File: src/hdl/line_term_eq_pkg.sv
package line_term_eq_pkg;

	// ----------------------------------------
	// Register offsets
	// ----------------------------------------
	localparam logic [7:0] ADDR_LINE_IMPEDANCE_SELECT    = 8'h02;
	localparam logic [7:0] ADDR_TRANSMIT_CONFIG_A        = 8'h04;
	localparam logic [7:0] ADDR_TRANSMIT_CONFIG_B        = 8'h05;
	localparam logic [7:0] ADDR_RX_EQUALIZER_CONFIG      = 8'h0a;
	localparam logic [7:0] ADDR_RX_MONITOR_WINDOW_CONFIG = 8'h0b;
	localparam logic [7:0] ADDR_INTERRUPT_MASK           = 8'h14;
	localparam logic [7:0] ADDR_INTERRUPT_EDGE_SELECT    = 8'h15;
	localparam logic [7:0] ADDR_LINE_STATUS              = 8'h16;
	localparam logic [7:0] ADDR_ATTENUATION_STATUS       = 8'h17;
	localparam logic [7:0] ADDR_INTERRUPT_FLAGS          = 8'h18;

	// ----------------------------------------
	// Field positions
	// ----------------------------------------
	localparam int TX_TERM_LSB  = 0;   // line_impedance_select[2:0]
	localparam int RX_TERM_LSB  = 3;   // line_impedance_select[5:3]
	localparam int TX_OFF_BIT   = 0;   // transmit_config_a
	localparam int FLOAT_BIT    = 0;   // transmit_config_b
	localparam int EQ_EN_BIT    = 0;   // rx_equalizer_config
	localparam int GAIN_LSB     = 0;   // rx_monitor_window_config[1:0]
	localparam int WINDOW_LSB   = 2;   // rx_monitor_window_config[3:2]
	localparam int EQ_EVENT_BIT = 0;   // edge select, mask, status, flags

	// ----------------------------------------
	// Reset values
	// ----------------------------------------
	localparam logic [7:0] RST_LINE_IMPEDANCE_SELECT = 8'h00;
	localparam logic [7:0] RST_TRANSMIT_CONFIG_A     = 8'h00;
	localparam logic [7:0] RST_TRANSMIT_CONFIG_B     = 8'h00;
	localparam logic [7:0] RST_RX_EQUALIZER_CONFIG   = 8'h00;
	localparam logic [7:0] RST_RX_MONITOR_WINDOW     = 8'h08; // Window code 2'h2
	localparam logic [7:0] RST_INTERRUPT_MASK        = 8'h01; // Masked
	localparam logic [7:0] RST_INTERRUPT_EDGE_SELECT = 8'h00;

	// ----------------------------------------
	// Codes
	// ----------------------------------------
	localparam logic [2:0] TERM_E1_75  = 3'h0;
	localparam logic [2:0] TERM_E1_120 = 3'h1;
	localparam logic [2:0] TERM_T1     = 3'h2;
	localparam logic [2:0] TERM_J1     = 3'h3;
	localparam logic [3:0] PULSE_E1_75  = 4'h0;
	localparam logic [3:0] PULSE_E1_120 = 4'h1;
	localparam logic [3:0] PULSE_T1     = 4'h2;
	localparam logic [3:0] PULSE_J1     = 4'h7;
	localparam logic [1:0] IMP_75  = 2'h0;
	localparam logic [1:0] IMP_100 = 2'h1;
	localparam logic [1:0] IMP_110 = 2'h2;
	localparam logic [1:0] IMP_120 = 2'h3;
	localparam logic [1:0] GAIN_0DB  = 2'h0;
	localparam logic [1:0] GAIN_26DB = 2'h2;
	localparam logic [1:0] PATTERN_TX_OFF = 2'h3;

	// ----------------------------------------
	// Observation window lengths in symbols
	// ----------------------------------------
	localparam logic [8:0] WIN_32  = 9'h020;
	localparam logic [8:0] WIN_64  = 9'h040;
	localparam logic [8:0] WIN_128 = 9'h080;
	localparam logic [8:0] WIN_256 = 9'h100;

	// Equalizer step range and adjust thresholds
	localparam logic [4:0] EQ_STEP_MAX  = 5'h1f;
	localparam logic [7:0] PEAK_LOW     = 8'h60;
	localparam logic [7:0] PEAK_HIGH    = 8'ha0;

endpackage

File: src/hdl/line_termination_equalizer_ctrl.sv
// The address-and-strobe port was chosen for this implementation.
`timescale 1ns/1ps
`default_nettype none

module line_termination_equalizer_ctrl #(
	parameter int PEAK_W = 8
) (
	input  wire logic              clock,
	input  wire logic              nrst,
	// Register port
	input  wire logic [7:0]        reg_addr,
	input  wire logic [7:0]        reg_wdata,
	input  wire logic              reg_wr,
	input  wire logic              reg_rd,
	output logic      [7:0]        reg_rdata,
	// Control mode and pins
	input  wire logic              hw_mode,
	input  wire logic              t1j1_mode,
	input  wire logic              soft_reset,
	input  wire logic              driver_float,
	input  wire logic              impedance_network_pin,
	input  wire logic [1:0]        pattern_select_pins,
	input  wire logic              boost_gain_pin,
	input  wire logic              mclk_lost,
	input  wire logic              tx_clock_lost,
	input  wire logic              remote_loopback,
	input  wire logic              pattern_on_mclk,
	// Receive front end
	input  wire logic              symbol_tick,
	input  wire logic [PEAK_W-1:0] rx_peak,
	// Outputs
	output logic                   tx_internal_term,
	output logic      [1:0]        tx_impedance,
	output logic      [3:0]        pulse_shape_code,
	output logic                   rx_internal_term,
	output logic      [1:0]        rx_impedance,
	output logic                   tx_line_pair_oe,
	output logic                   tx_powered,
	output logic      [1:0]        boost_gain,
	output logic                   equalizer_enable,
	output logic      [4:0]        eq_step,
	output logic                   equalizer_out_of_range,
	output logic                   irq
);

	// ----------------------------------------
	// Register file
	// ----------------------------------------
	logic [7:0] imp_ff, nxt_imp;
	logic [7:0] tca_ff, nxt_tca;
	logic [7:0] tcb_ff, nxt_tcb;
	logic [7:0] eqc_ff, nxt_eqc;
	logic [7:0] mwc_ff, nxt_mwc;
	logic [7:0] msk_ff, nxt_msk;
	logic [7:0] ies_ff, nxt_ies;
	logic       flag_ff, nxt_flag;
	logic       oor_ff, nxt_oor;
	logic [4:0] step_ff, nxt_step;
	logic [7:0] rdata_ff, nxt_rdata;
	logic       rst_float_ff, nxt_rst_float;

	// Register writes; a software reset restores defaults
	always_comb begin
		nxt_imp = imp_ff;
		nxt_tca = tca_ff;
		nxt_tcb = tcb_ff;
		nxt_eqc = eqc_ff;
		nxt_mwc = mwc_ff;
		nxt_msk = msk_ff;
		nxt_ies = ies_ff;
		if (soft_reset) begin
			nxt_imp = line_term_eq_pkg::RST_LINE_IMPEDANCE_SELECT;
			nxt_tca = line_term_eq_pkg::RST_TRANSMIT_CONFIG_A;
			nxt_tcb = line_term_eq_pkg::RST_TRANSMIT_CONFIG_B;
			nxt_eqc = line_term_eq_pkg::RST_RX_EQUALIZER_CONFIG;
			nxt_mwc = line_term_eq_pkg::RST_RX_MONITOR_WINDOW;
			nxt_msk = line_term_eq_pkg::RST_INTERRUPT_MASK;
			nxt_ies = line_term_eq_pkg::RST_INTERRUPT_EDGE_SELECT;
		end else if (reg_wr) begin
			unique case (reg_addr)
				line_term_eq_pkg::ADDR_LINE_IMPEDANCE_SELECT:    nxt_imp = {2'h0, reg_wdata[5:0]};
				line_term_eq_pkg::ADDR_TRANSMIT_CONFIG_A:        nxt_tca = {7'h00, reg_wdata[0]};
				line_term_eq_pkg::ADDR_TRANSMIT_CONFIG_B:        nxt_tcb = {7'h00, reg_wdata[0]};
				line_term_eq_pkg::ADDR_RX_EQUALIZER_CONFIG:      nxt_eqc = {7'h00, reg_wdata[0]};
				line_term_eq_pkg::ADDR_RX_MONITOR_WINDOW_CONFIG: nxt_mwc = {4'h0, reg_wdata[3:0]};
				line_term_eq_pkg::ADDR_INTERRUPT_MASK:           nxt_msk = {7'h00, reg_wdata[0]};
				line_term_eq_pkg::ADDR_INTERRUPT_EDGE_SELECT:    nxt_ies = {7'h00, reg_wdata[0]};
				default: begin
				end
			endcase
		end
	end

	// Register file storage, defaults on pin reset
	always_ff @(posedge clock or negedge nrst) begin
		if (!nrst) begin
			imp_ff <= line_term_eq_pkg::RST_LINE_IMPEDANCE_SELECT;
			tca_ff <= line_term_eq_pkg::RST_TRANSMIT_CONFIG_A;
			tcb_ff <= line_term_eq_pkg::RST_TRANSMIT_CONFIG_B;
			eqc_ff <= line_term_eq_pkg::RST_RX_EQUALIZER_CONFIG;
			mwc_ff <= line_term_eq_pkg::RST_RX_MONITOR_WINDOW;
			msk_ff <= line_term_eq_pkg::RST_INTERRUPT_MASK;
			ies_ff <= line_term_eq_pkg::RST_INTERRUPT_EDGE_SELECT;
		end else begin
			imp_ff <= nxt_imp;
			tca_ff <= nxt_tca;
			tcb_ff <= nxt_tcb;
			eqc_ff <= nxt_eqc;
			mwc_ff <= nxt_mwc;
			msk_ff <= nxt_msk;
			ies_ff <= nxt_ies;
		end
	end

	// ----------------------------------------
	// Termination and gain selection
	// ----------------------------------------
	logic [2:0] tx_code;
	logic [2:0] rx_code;
	logic       tx_off;
	logic       float_req;

	// Software field or pin decides termination, gain and power-down
	always_comb begin
		tx_code = imp_ff[line_term_eq_pkg::TX_TERM_LSB +: 3];
		rx_code = imp_ff[line_term_eq_pkg::RX_TERM_LSB +: 3];
		tx_impedance = tx_code[1:0];
		rx_impedance = rx_code[1:0];
		// External transmit matching is refused in T1/J1
		tx_internal_term = !tx_code[2] || t1j1_mode;
		rx_internal_term = !rx_code[2];
		unique case (tx_code[1:0])
			2'h0:    pulse_shape_code = line_term_eq_pkg::PULSE_E1_75;
			2'h1:    pulse_shape_code = line_term_eq_pkg::PULSE_E1_120;
			2'h2:    pulse_shape_code = line_term_eq_pkg::PULSE_T1;
			2'h3:    pulse_shape_code = line_term_eq_pkg::PULSE_J1;
		endcase
		boost_gain = mwc_ff[line_term_eq_pkg::GAIN_LSB +: 2];
		tx_off = tca_ff[line_term_eq_pkg::TX_OFF_BIT];
		float_req = tcb_ff[line_term_eq_pkg::FLOAT_BIT];
		if (hw_mode) begin
			// Pulse shape pins pick the impedance value outside this block
			tx_internal_term = !impedance_network_pin || t1j1_mode;
			rx_internal_term = !impedance_network_pin;
			boost_gain = boost_gain_pin ? line_term_eq_pkg::GAIN_26DB
			                            : line_term_eq_pkg::GAIN_0DB;
			tx_off = (pattern_select_pins == line_term_eq_pkg::PATTERN_TX_OFF);
			float_req = 1'b0;
		end
	end

	// ----------------------------------------
	// Transmit driver float
	// ----------------------------------------
	// Holds the pair floating through the first cycle after any reset
	always_comb begin
		nxt_rst_float = soft_reset;
	end

	// Float marker, set by pin reset and by a software reset
	always_ff @(posedge clock or negedge nrst) begin
		if (!nrst) begin
			rst_float_ff <= 1'b1;
		end else begin
			rst_float_ff <= nxt_rst_float;
		end
	end

	// Driver enables only when no float cause stands
	always_comb begin
		tx_powered = !tx_off;
		// Software reset floats the pair already in the cycle it is raised
		tx_line_pair_oe = !(driver_float || float_req
		                  || tx_off
		                  || soft_reset || rst_float_ff || mclk_lost
		                  || (tx_clock_lost && !remote_loopback && !pattern_on_mclk));
	end

	// ----------------------------------------
	// Observation window and equalizer
	// ----------------------------------------
	logic [8:0]        win_cnt_ff, nxt_win_cnt;
	logic [PEAK_W-1:0] peak_ff, nxt_peak;
	logic [8:0]        win_len;
	logic [7:0]        peak_top;

	// Window length in symbols from the window field
	always_comb begin
		unique case (mwc_ff[line_term_eq_pkg::WINDOW_LSB +: 2])
			2'h0:    win_len = line_term_eq_pkg::WIN_32;
			2'h1:    win_len = line_term_eq_pkg::WIN_64;
			2'h2:    win_len = line_term_eq_pkg::WIN_128;
			2'h3:    win_len = line_term_eq_pkg::WIN_256;
		endcase
	end

	// Peak capture per window and step update at its end
	always_comb begin
		equalizer_enable = eqc_ff[line_term_eq_pkg::EQ_EN_BIT];
		peak_top = peak_ff[PEAK_W-1 -: 8];
		nxt_win_cnt = win_cnt_ff;
		nxt_peak = peak_ff;
		nxt_step = step_ff;
		nxt_oor = oor_ff;
		if (!equalizer_enable) begin
			nxt_win_cnt = 9'h000;
			nxt_peak = '0;
			nxt_oor = 1'b0;
		end else if (symbol_tick) begin
			// Last symbol of the window: judge the peak
			if (win_cnt_ff >= win_len - 9'h001) begin
				nxt_win_cnt = 9'h000;
				nxt_peak = '0;
				nxt_oor = 1'b0;
				if (peak_top < line_term_eq_pkg::PEAK_LOW) begin
					if (step_ff == line_term_eq_pkg::EQ_STEP_MAX) begin
						nxt_oor = 1'b1;
					end else begin
						nxt_step = step_ff + 5'h01;
					end
				end else if (peak_top > line_term_eq_pkg::PEAK_HIGH) begin
					if (step_ff == 5'h00) begin
						nxt_oor = 1'b1;
					end else begin
						nxt_step = step_ff - 5'h01;
					end
				end
			end else begin
				// Mid window: count and track the largest sample
				nxt_win_cnt = win_cnt_ff + 9'h001;
				if (rx_peak > peak_ff) begin
					nxt_peak = rx_peak;
				end
			end
		end
	end

	// Equalizer state storage; the step survives a disable
	always_ff @(posedge clock or negedge nrst) begin
		if (!nrst) begin
			win_cnt_ff <= 9'h000;
			peak_ff <= '0;
			step_ff <= 5'h00;
			oor_ff <= 1'b0;
		end else begin
			win_cnt_ff <= nxt_win_cnt;
			peak_ff <= nxt_peak;
			step_ff <= nxt_step;
			oor_ff <= nxt_oor;
		end
	end

	// Status outputs straight from flip-flops
	always_comb begin
		eq_step = step_ff;
		equalizer_out_of_range = oor_ff;
	end

	// ----------------------------------------
	// Event flag and read port
	// ----------------------------------------
	logic event_hit;
	logic flag_rd;

	// New event wins over the clearing read
	always_comb begin
		event_hit = ies_ff[line_term_eq_pkg::EQ_EVENT_BIT] ? (nxt_oor != oor_ff)
		                                                    : (nxt_oor && !oor_ff);
		flag_rd = reg_rd && (reg_addr == line_term_eq_pkg::ADDR_INTERRUPT_FLAGS);
		nxt_flag = flag_ff;
		if (flag_rd) begin
			nxt_flag = 1'b0;
		end
		if (event_hit && !msk_ff[line_term_eq_pkg::EQ_EVENT_BIT]) begin
			nxt_flag = 1'b1;
		end
		if (soft_reset) begin
			nxt_flag = 1'b0;
		end
		irq = flag_ff;
	end

	// ----------------------------------------
	// Read data path
	// ----------------------------------------
	// Read mux registered for the cycle after the strobe
	always_comb begin
		nxt_rdata = 8'h00;
		if (reg_rd) begin
			unique case (reg_addr)
				line_term_eq_pkg::ADDR_LINE_IMPEDANCE_SELECT:    nxt_rdata = imp_ff;
				line_term_eq_pkg::ADDR_TRANSMIT_CONFIG_A:        nxt_rdata = tca_ff;
				line_term_eq_pkg::ADDR_TRANSMIT_CONFIG_B:        nxt_rdata = tcb_ff;
				line_term_eq_pkg::ADDR_RX_EQUALIZER_CONFIG:      nxt_rdata = eqc_ff;
				line_term_eq_pkg::ADDR_RX_MONITOR_WINDOW_CONFIG: nxt_rdata = mwc_ff;
				line_term_eq_pkg::ADDR_INTERRUPT_MASK:           nxt_rdata = msk_ff;
				line_term_eq_pkg::ADDR_INTERRUPT_EDGE_SELECT:    nxt_rdata = ies_ff;
				line_term_eq_pkg::ADDR_LINE_STATUS:              nxt_rdata = {7'h00, oor_ff};
				line_term_eq_pkg::ADDR_ATTENUATION_STATUS:       nxt_rdata = {3'h0, step_ff};
				line_term_eq_pkg::ADDR_INTERRUPT_FLAGS:          nxt_rdata = {7'h00, flag_ff};
				default:                                         nxt_rdata = 8'h00;
			endcase
		end
	end

	// Event flag and read data storage
	always_ff @(posedge clock or negedge nrst) begin
		if (!nrst) begin
			flag_ff <= 1'b0;
			rdata_ff <= 8'h00;
		end else begin
			flag_ff <= nxt_flag;
			rdata_ff <= nxt_rdata;
		end
	end

	// Read data stands one cycle, zero otherwise
	always_comb begin
		reg_rdata = rdata_ff;
	end

endmodule

`default_nettype wire

File: config.mk
export PLATFORM = sky130hd
export DESIGN_NAME = line_termination_equalizer_ctrl
export DESIGN_NICKNAME = d
export VERILOG_FILES = /design/src/hdl/line_term_eq_pkg.sv /design/src/hdl/line_termination_equalizer_ctrl.sv
export SDC_FILE = /design/constraint.sdc
export NUM_CORES = 1
export LEC_CHECK = 0
export BUFFER_PORTS_ARGS = -buffer_cell sky130_fd_sc_hd__buf_2
export CORE_MARGIN = 5
export CORE_UTILIZATION = 45
export DETAILED_ROUTE_END_ITERATION = 8
export PLACE_DENSITY = 0.69
export SLEW_MARGIN = 15
export SYNTH_ARGS = -nofsm -noshare
export SYNTH_HDL_FRONTEND = slang
export SYNTH_SLANG_ARGS = --single-unit
File: constraint.sdc
create_clock -name clock -period 4.1 [get_ports clock]
set_input_delay 0.205 -clock clock [delete_from_list [all_inputs] [get_ports clock]]
set_output_delay 0.205 -clock clock [all_outputs]
set_load 0.02 [all_outputs]
==> flow_summary_export.csv, run 1 <==
group,metric,value,unit
critical_path,required,4.28,ns
placed_design,gp_congestion,0.811,
sta,setup_slack,1.24,ns
critical_path,worst_ep_arrival_time,3.04,ns
cts,cts_tree,"built",
critical_path,setup.worst_path.start,"mwc_ff[3]$_DFFE_PN1P_",
sta,fin_hold_ws,0.128,ns
critical_path,regToRegSetupSlack,1.24,ns
outcome,outcome,"finished clean",
floorplanning,fp.dieArea,0.00821,mm2
placed_design,pre_cts_ws,1.26,ns
detailed_routing,ant_nets,0,
sta,finalSetupViolCount,0,
cells_and_area,area_delta_synth_final,14.1,%
synth,yosysUniqueCellTypes,61,
critical_path,r2r-end,"irq$_DFFE_PN0P_",
sta,fin_skew,0.0109,ns
cells_and_area,n_antenna_cell,0,
global_routing,grt_pass1_vias,2472,
critical_path,rr_worst_depth,13,
cts,clock-sinks,46,
critical_path,crit_path_max_fanout,5,
worst_hold_path,hold_depth,3,
cells_and_area,layout.cells.non_filler,443,
pwr,power.density,249,mW/mm2
sta,grt_setup_unrepaired,"false",
sta,tns,0,ns
sta,worst_slew_pin_slew,0.677,ns
critical_path,slowest_stage,"dfstp_2",
global_routing,use_met1,0.245,
cts,cts-root-buf,"clkbuf_8",
cells_and_area,nFillCells,561,
synth,yosysMostFrequentCell,"dfrtp_1",
synth,synth-seq-cells,46,
global_routing,use_met2,0.260,
critical_path,endpoint_kind,"register",
global_routing,grt_use_total,0.170,
cts,post-cts-setup-buffers,0,
synth,ys_async_sr_fraction,1.00,
global_routing,grt_first_pass_wirelength,11700,um
cts,htree_levels,2,
detailed_routing,vias,2457,
cells_and_area,seq_area,0.00115,mm2
synth,yosys_warnings,0,
critical_path,max_stage_delay,0.59,ns
sta,slew_headroom,0.545,
critical_path,r2r_start,"mwc_ff[3]$_DFFE_PN1P_",
synth,avgSynthCellArea,9.43,um2
global_routing,grt_busiest_layer,"met2",
synth,seq_area_frac_synth,0.395,
global_routing,grt_max_degree,47,
synth,synthCells,310,
sta,drv_slew,0,
critical_path,crit_type,"register to register",
detailed_routing,drt_iter0_markers,131,
worst_hold_path,hp-start,"reg_wdata[4]",
placed_design,dpl_cell_area,0.00323,mm2
sta,period_minus_slack,2.86,ns
cts,ctsHoldBuffers,0,
global_routing,gr-total-overflow,0,
cells_and_area,fin_util,0.526,
synth,synth_common_cells,"dfrtp_1 (43), nand2_1 (38), a21oi_1 (22)",
critical_path,critPathBufInv,1,
worst_hold_path,hp-class,"input pin to register",
synth,yosysTopAreaCellShare,0.368,
floorplanning,start_util,0.460,
sta,finalCritPeriodShare,0.697,
cells_and_area,multiInputGateArea,0.00160,mm2
critical_path,startpoint_type,"register",
synth,synth_edf_count,0,
global_routing,met3_usage,0.0333,
sta,finalHoldViolations,0,
detailed_routing,route.detailed.drc,0,
detailed_routing,wl_per_cell,15.3,um
job,cap_violations,0,
synth,synth_ff_type,"dfrtp_1",
synth,synth_area_leader_cell,"dfrtp_1",
detailed_routing,vias_per_cell,5.55,
sta,fmax,350,MHz
worst_hold_path,hold_path_end,"imp_ff[4]$_DFFE_PN0P_",
placed_design,port_buffers,65,
floorplanning,die_height,90.6,um
cells_and_area,nNetsFinal,424,
detailed_routing,dr.pass1.iters,5,
floorplanning,core_area,0.00635,mm2
floorplanning,die_width,90.6,um
critical_path,cp_top_family,"compound AO/OA/AOI/OAI gates",
global_routing,antenna_found_initial,0,
synth,synth_area,0.00292,mm2
pwr,ir_worst_vdd,161,uV
cells_and_area,layout-drive-gt1-share,0.260,
placed_design,place_hpwl,5050,um
cts,cts_resized,0,
cells_and_area,finalInstanceArea,0.00334,mm2
cts,clockBufferDepth,2,
cts,tritoncts.num_buffers,5,
cts,insertion_delay,0.31,ns
detailed_routing,drt-total-wl,6760,um
pwr,p_total,0.831,mW
floorplanning,ios,71,
floorplanning,rows,29,
synth,synthTopCellsByArea,"dfrtp_1 (37%), ha_1 (7.3%), mux2i_1 (5.5%)",
cts,path_clk_slew,0.10,ns
placed_design,place_inst,434,
critical_path,cp_cell_sequence,"nand2_1 > ha_1 > a2111oi_0 > o21ai_1 > nand2_1 > nor3b_1 > a31o_2 > ha_1 > inv_1 > mux2i_1 > nor2_1 > a21oi_1 > nor2_1",
pwr,p_leak,1.61,nW
-- power breakdown --
part	switching, mW	total (mW)	internal (mW)
registers	0.000388	0.455	0.455
clock network	0.169	0.292	0.123
logic	0.0520	0.0839	0.0319
-- sequential cells by signal, summed over array words and instances (netlist names), 4 cells and up --
register,flops
imp_ff,6
reg_rdata,6
peak_ff,8
mwc_ff,4
eq_step,5
win_cnt_ff,9
-- cells by family (layout without fill, tap and decap cells) --
logic type,count (synthesis),count (layout),share of synthesized area
muxes,21,21,0.0779
and+or+nand+nor,125,125,0.229
adders and majority gates,18,18,0.0796
other,2,4,0.00257
buffers and inverters,34,88,0.0599
AOI/OAI and AO/OA,53,53,0.123
xor gates and xnor gates,11,11,0.0330
DFF,46,46,0.395
-- per-layer routing --
layer | up-vias | wire, um
met5 | - | 0
met4 | 0 | 93
met1 | 1179 | 3240
met3 | 10 | 316
met2 | 64 | 3110
li1 | 1204 | -
-- cell type report --
cell class / instances / area share
multi-input combinational: 232 / 0.480
sequential: 46 / 0.346
timing repair buffer: 66 / 0.101
tap: 77 / 0.0289
clock buffer: 5 / 0.0206
inverter: 14 / 0.0157
clock inverter: 3 / 0.00750
-- how the worst max path moves through the flow --
stage | slack [ns] | depth (start not counted) | endpoint
6_report | 1.24 | 13 | irq$_DFFE_PN0P_
3_3_place_gp | 1.33 | 13 | irq$_DFFE_PN0P_
5_1_grt | 0.98 | 13 | irq$_DFFE_PN0P_
3_5_place_dp | 1.26 | 13 | irq$_DFFE_PN0P_
2_1_floorplan | 1.58 | 13 | irq$_DFFE_PN0P_
4_1_cts | 1.23 | 13 | irq$_DFFE_PN0P_
-- cell usage in the layout, fill, tap and decap left out, types with 3 or more instances in the layout --
cell type,instances
mux2i_1,16
clkbuf_8,5
ha_1,17
dfstp_2,3
nand2_1,38
nand4_1,5
xor2_1,8
buf_2,64
nand3_1,16
dfrtp_1,43
a21oi_1,22
a222oi_1,3
nand2b_1,6
conb_1,4
xnor2_1,3
nor4_1,3
nor3b_1,3
inv_1,14
and3_1,4
mux2_2,4
o21ai_0,3
nor2b_1,10
nor2_1,20
nor3_1,4
nor3_2,3
-- worst register-to-register path: cells and delay by family, from the launching register on --
family,cells,cell delay (ns)
compound gates,4,0.93
fa+ha+maj,2,0.57
buf+inv,1,0.04
flops,1,0.59
mux,1,0.15
simple gates,5,0.47
Power figures use the tool's default switching activity.
==> run 2, diff against run 1 <==
Settings changed: PLACE_DENSITY 0.69 to 0.72.
Clock period 4.1 ns to 2.6 ns, I/O delays scaled along.
==> run 2 against run 1 <==
Combinational power is 56% higher. Clock-buffer cell count stayed put. Register-to-register slack worse by 1.2 ns. Utilization is 3.1 points higher. Critical path type unchanged. Critical endpoint unchanged.
==> flow_summary_export.csv, run 2 (synthesized netlist as in run 1, its figures left out) <==
group,metric,value,unit
critical_path,required,2.78,ns
worst_hold_path,hp-class,"input pin to register",
job,cap_violations,0,
sta,finalCritPeriodShare,0.976,
sta,drv_slew,0,
global_routing,grt_use_total,0.161,
sta,finalHoldViolations,0,
detailed_routing,dr.pass1.iters,4,
cells_and_area,layout-drive-gt1-share,0.310,
sta,fmax,394,MHz
sta,worst_slew_pin_slew,0.588,ns
detailed_routing,vias_per_cell,5.43,
global_routing,grt_first_pass_wirelength,11000,um
cts,clockBufferDepth,2,
global_routing,grt_pass1_vias,2337,
cts,tritoncts.num_buffers,5,
placed_design,gp_congestion,0.849,
critical_path,max_stage_delay,0.59,ns
cts,cts_tree,"built",
sta,slew_headroom,0.608,
global_routing,grt_max_degree,47,
cts,cts-root-buf,"clkbuf_8",
cells_and_area,fin_util,0.556,
placed_design,place_hpwl,5030,um
detailed_routing,ant_nets,0,
detailed_routing,vias,2466,
cts,htree_levels,2,
cts,path_clk_slew,0.09,ns
outcome,outcome,"finished clean",
cells_and_area,area_delta_synth_final,20.8,%
cells_and_area,largest_reg_flops,9,
detailed_routing,drt-total-wl,6730,um
pwr,p_leak,1.67,nW
cells_and_area,n_antenna_cell,0,
sta,period_minus_slack,2.54,ns
cts,clock-sinks,46,
critical_path,worst_ep_arrival_time,2.72,ns
critical_path,crit_path_max_fanout,4,
floorplanning,fp.dieArea,0.00821,mm2
pwr,power.density,393,mW/mm2
placed_design,port_buffers,65,
critical_path,startpoint_type,"register",
critical_path,endpoint_kind,"register",
detailed_routing,wl_per_cell,14.8,um
critical_path,cp_cell_sequence,"buf_6 > inv_4 > ha_4 > o211ai_1 > a21boi_2 > nand2_2 > buf_6 > a31o_4 > ha_4 > inv_2 > mux2i_1 > nor2_1 > a21oi_1 > nor2_1",
sta,tns,0,ns
critical_path,slowest_stage,"dfstp_2",
cells_and_area,final_cell_mix,"buf_2 (64), dfrtp_1 (43), nand2_1 (36)",
cells_and_area,largestRegisters,"win_cnt_ff x9, peak_ff x8",
floorplanning,core_area,0.00635,mm2
cells_and_area,nNetsFinal,435,
global_routing,antenna_found_initial,0,
floorplanning,die_height,90.6,um
cells_and_area,layout.cells.most_common,"buf_2",
cts,insertion_delay,0.30,ns
floorplanning,ios,71,
sta,fin_hold_ws,0.0690,ns
floorplanning,die_width,90.6,um
global_routing,gr-total-overflow,0,
sta,grt_setup_unrepaired,"true",
cells_and_area,regMostFlops,"win_cnt_ff",
detailed_routing,drt_iter0_markers,130,
sta,finalSetupViolCount,0,
sta,fin_skew,0.00861,ns
pwr,ir_worst_vdd,245,uV
critical_path,crit_type,"register to register",
floorplanning,start_util,0.460,
detailed_routing,route.detailed.drc,0,
floorplanning,rows,29,
run 2: cell types whose count changed in the layout (fill, tap and decap cells not counted), sizes merged:
cell	previous run	this run
clkinv	1	0
buf	65	76
inv	15	14
bufinv	0	1
clkinvlp	1	2
run 2: stage by stage:
step	total power, mW	cells	worst slack [ns]	cell area [um2]
floorplan	0.801	312	0.0768	2930
global placement	0.859	440	0.0573	3280
detailed placement	0.861	440	-0.0508	3280
CTS	1.40	449	0.00911	3400
global route	1.44	454	-0.101	3530
finish	1.39	454	0.0629	3530
run 2: cell type report:
class	instances	area (um2)
fill	584	2820
inverter	14	55.1
tap	77	96.3
clock inverter	3	45.0
clock buffer	5	68.8
sequential	46	1150
timing repair buffer	77	428
multi-input combinational	232	1680
run 2: timing repair:
item,CTS,global route
setup buffers,1,4
pin swaps,0,9
hold buffers,0,1
resized for setup,2,17
endpoints found under the setup margin,1,1
endpoints found under the hold margin,0,43
run 2: power breakdown:
part / internal [mW] / switching, mW / total, mW
clock network: 0.286 / 0.256 / 0.542
logic: 0.0505 / 0.0802 / 0.131
registers: 0.717 / 0.000734 / 0.717
run 2: path summary, 6_finish.rpt:
| check | start | end | slack, ns | cells past startpoint |
|---|---|---|---|---|
| min reg2reg | peak_ff[1]$_DFFE_PN0P_ | peak_ff[1]$_DFFE_PN0P_ | 0.53 | 2 |
| max | mwc_ff[3]$_DFFE_PN1P_ | irq$_DFFE_PN0P_ | 0.06 | 14 |
| max in group asynchronous | nrst | reg_rdata[4]$_DFF_PN0_ | 1.83 | 2 |
| max reg2reg | mwc_ff[3]$_DFFE_PN1P_ | irq$_DFFE_PN0P_ | 0.06 | 14 |
| min in group asynchronous | nrst | peak_ff[2]$_DFFE_PN0P_ | 0.38 | 2 |
| min | reg_wdata[4] | imp_ff[4]$_DFFE_PN0P_ | 0.07 | 3 |
run 2: critical path, delay by kind of cell, from the launching register on:
family | cells | cell delay (ns)
AOI/OAI and AO/OA | 4 | 0.69
adders and majority gates | 2 | 0.50
buffers and inverters | 4 | 0.31
DFF | 1 | 0.59
muxes | 1 | 0.13
and+or+nand+nor | 3 | 0.21
run 2: routing by layer:
layer,global-route usage,part of all wire,up-vias
met5,0,0,-
met4,0.0645,0.013,0
met2,0.249,0.48,60
met1,0.214,0.44,1177
met3,0.0400,0.063,10
li1,-,-,1219
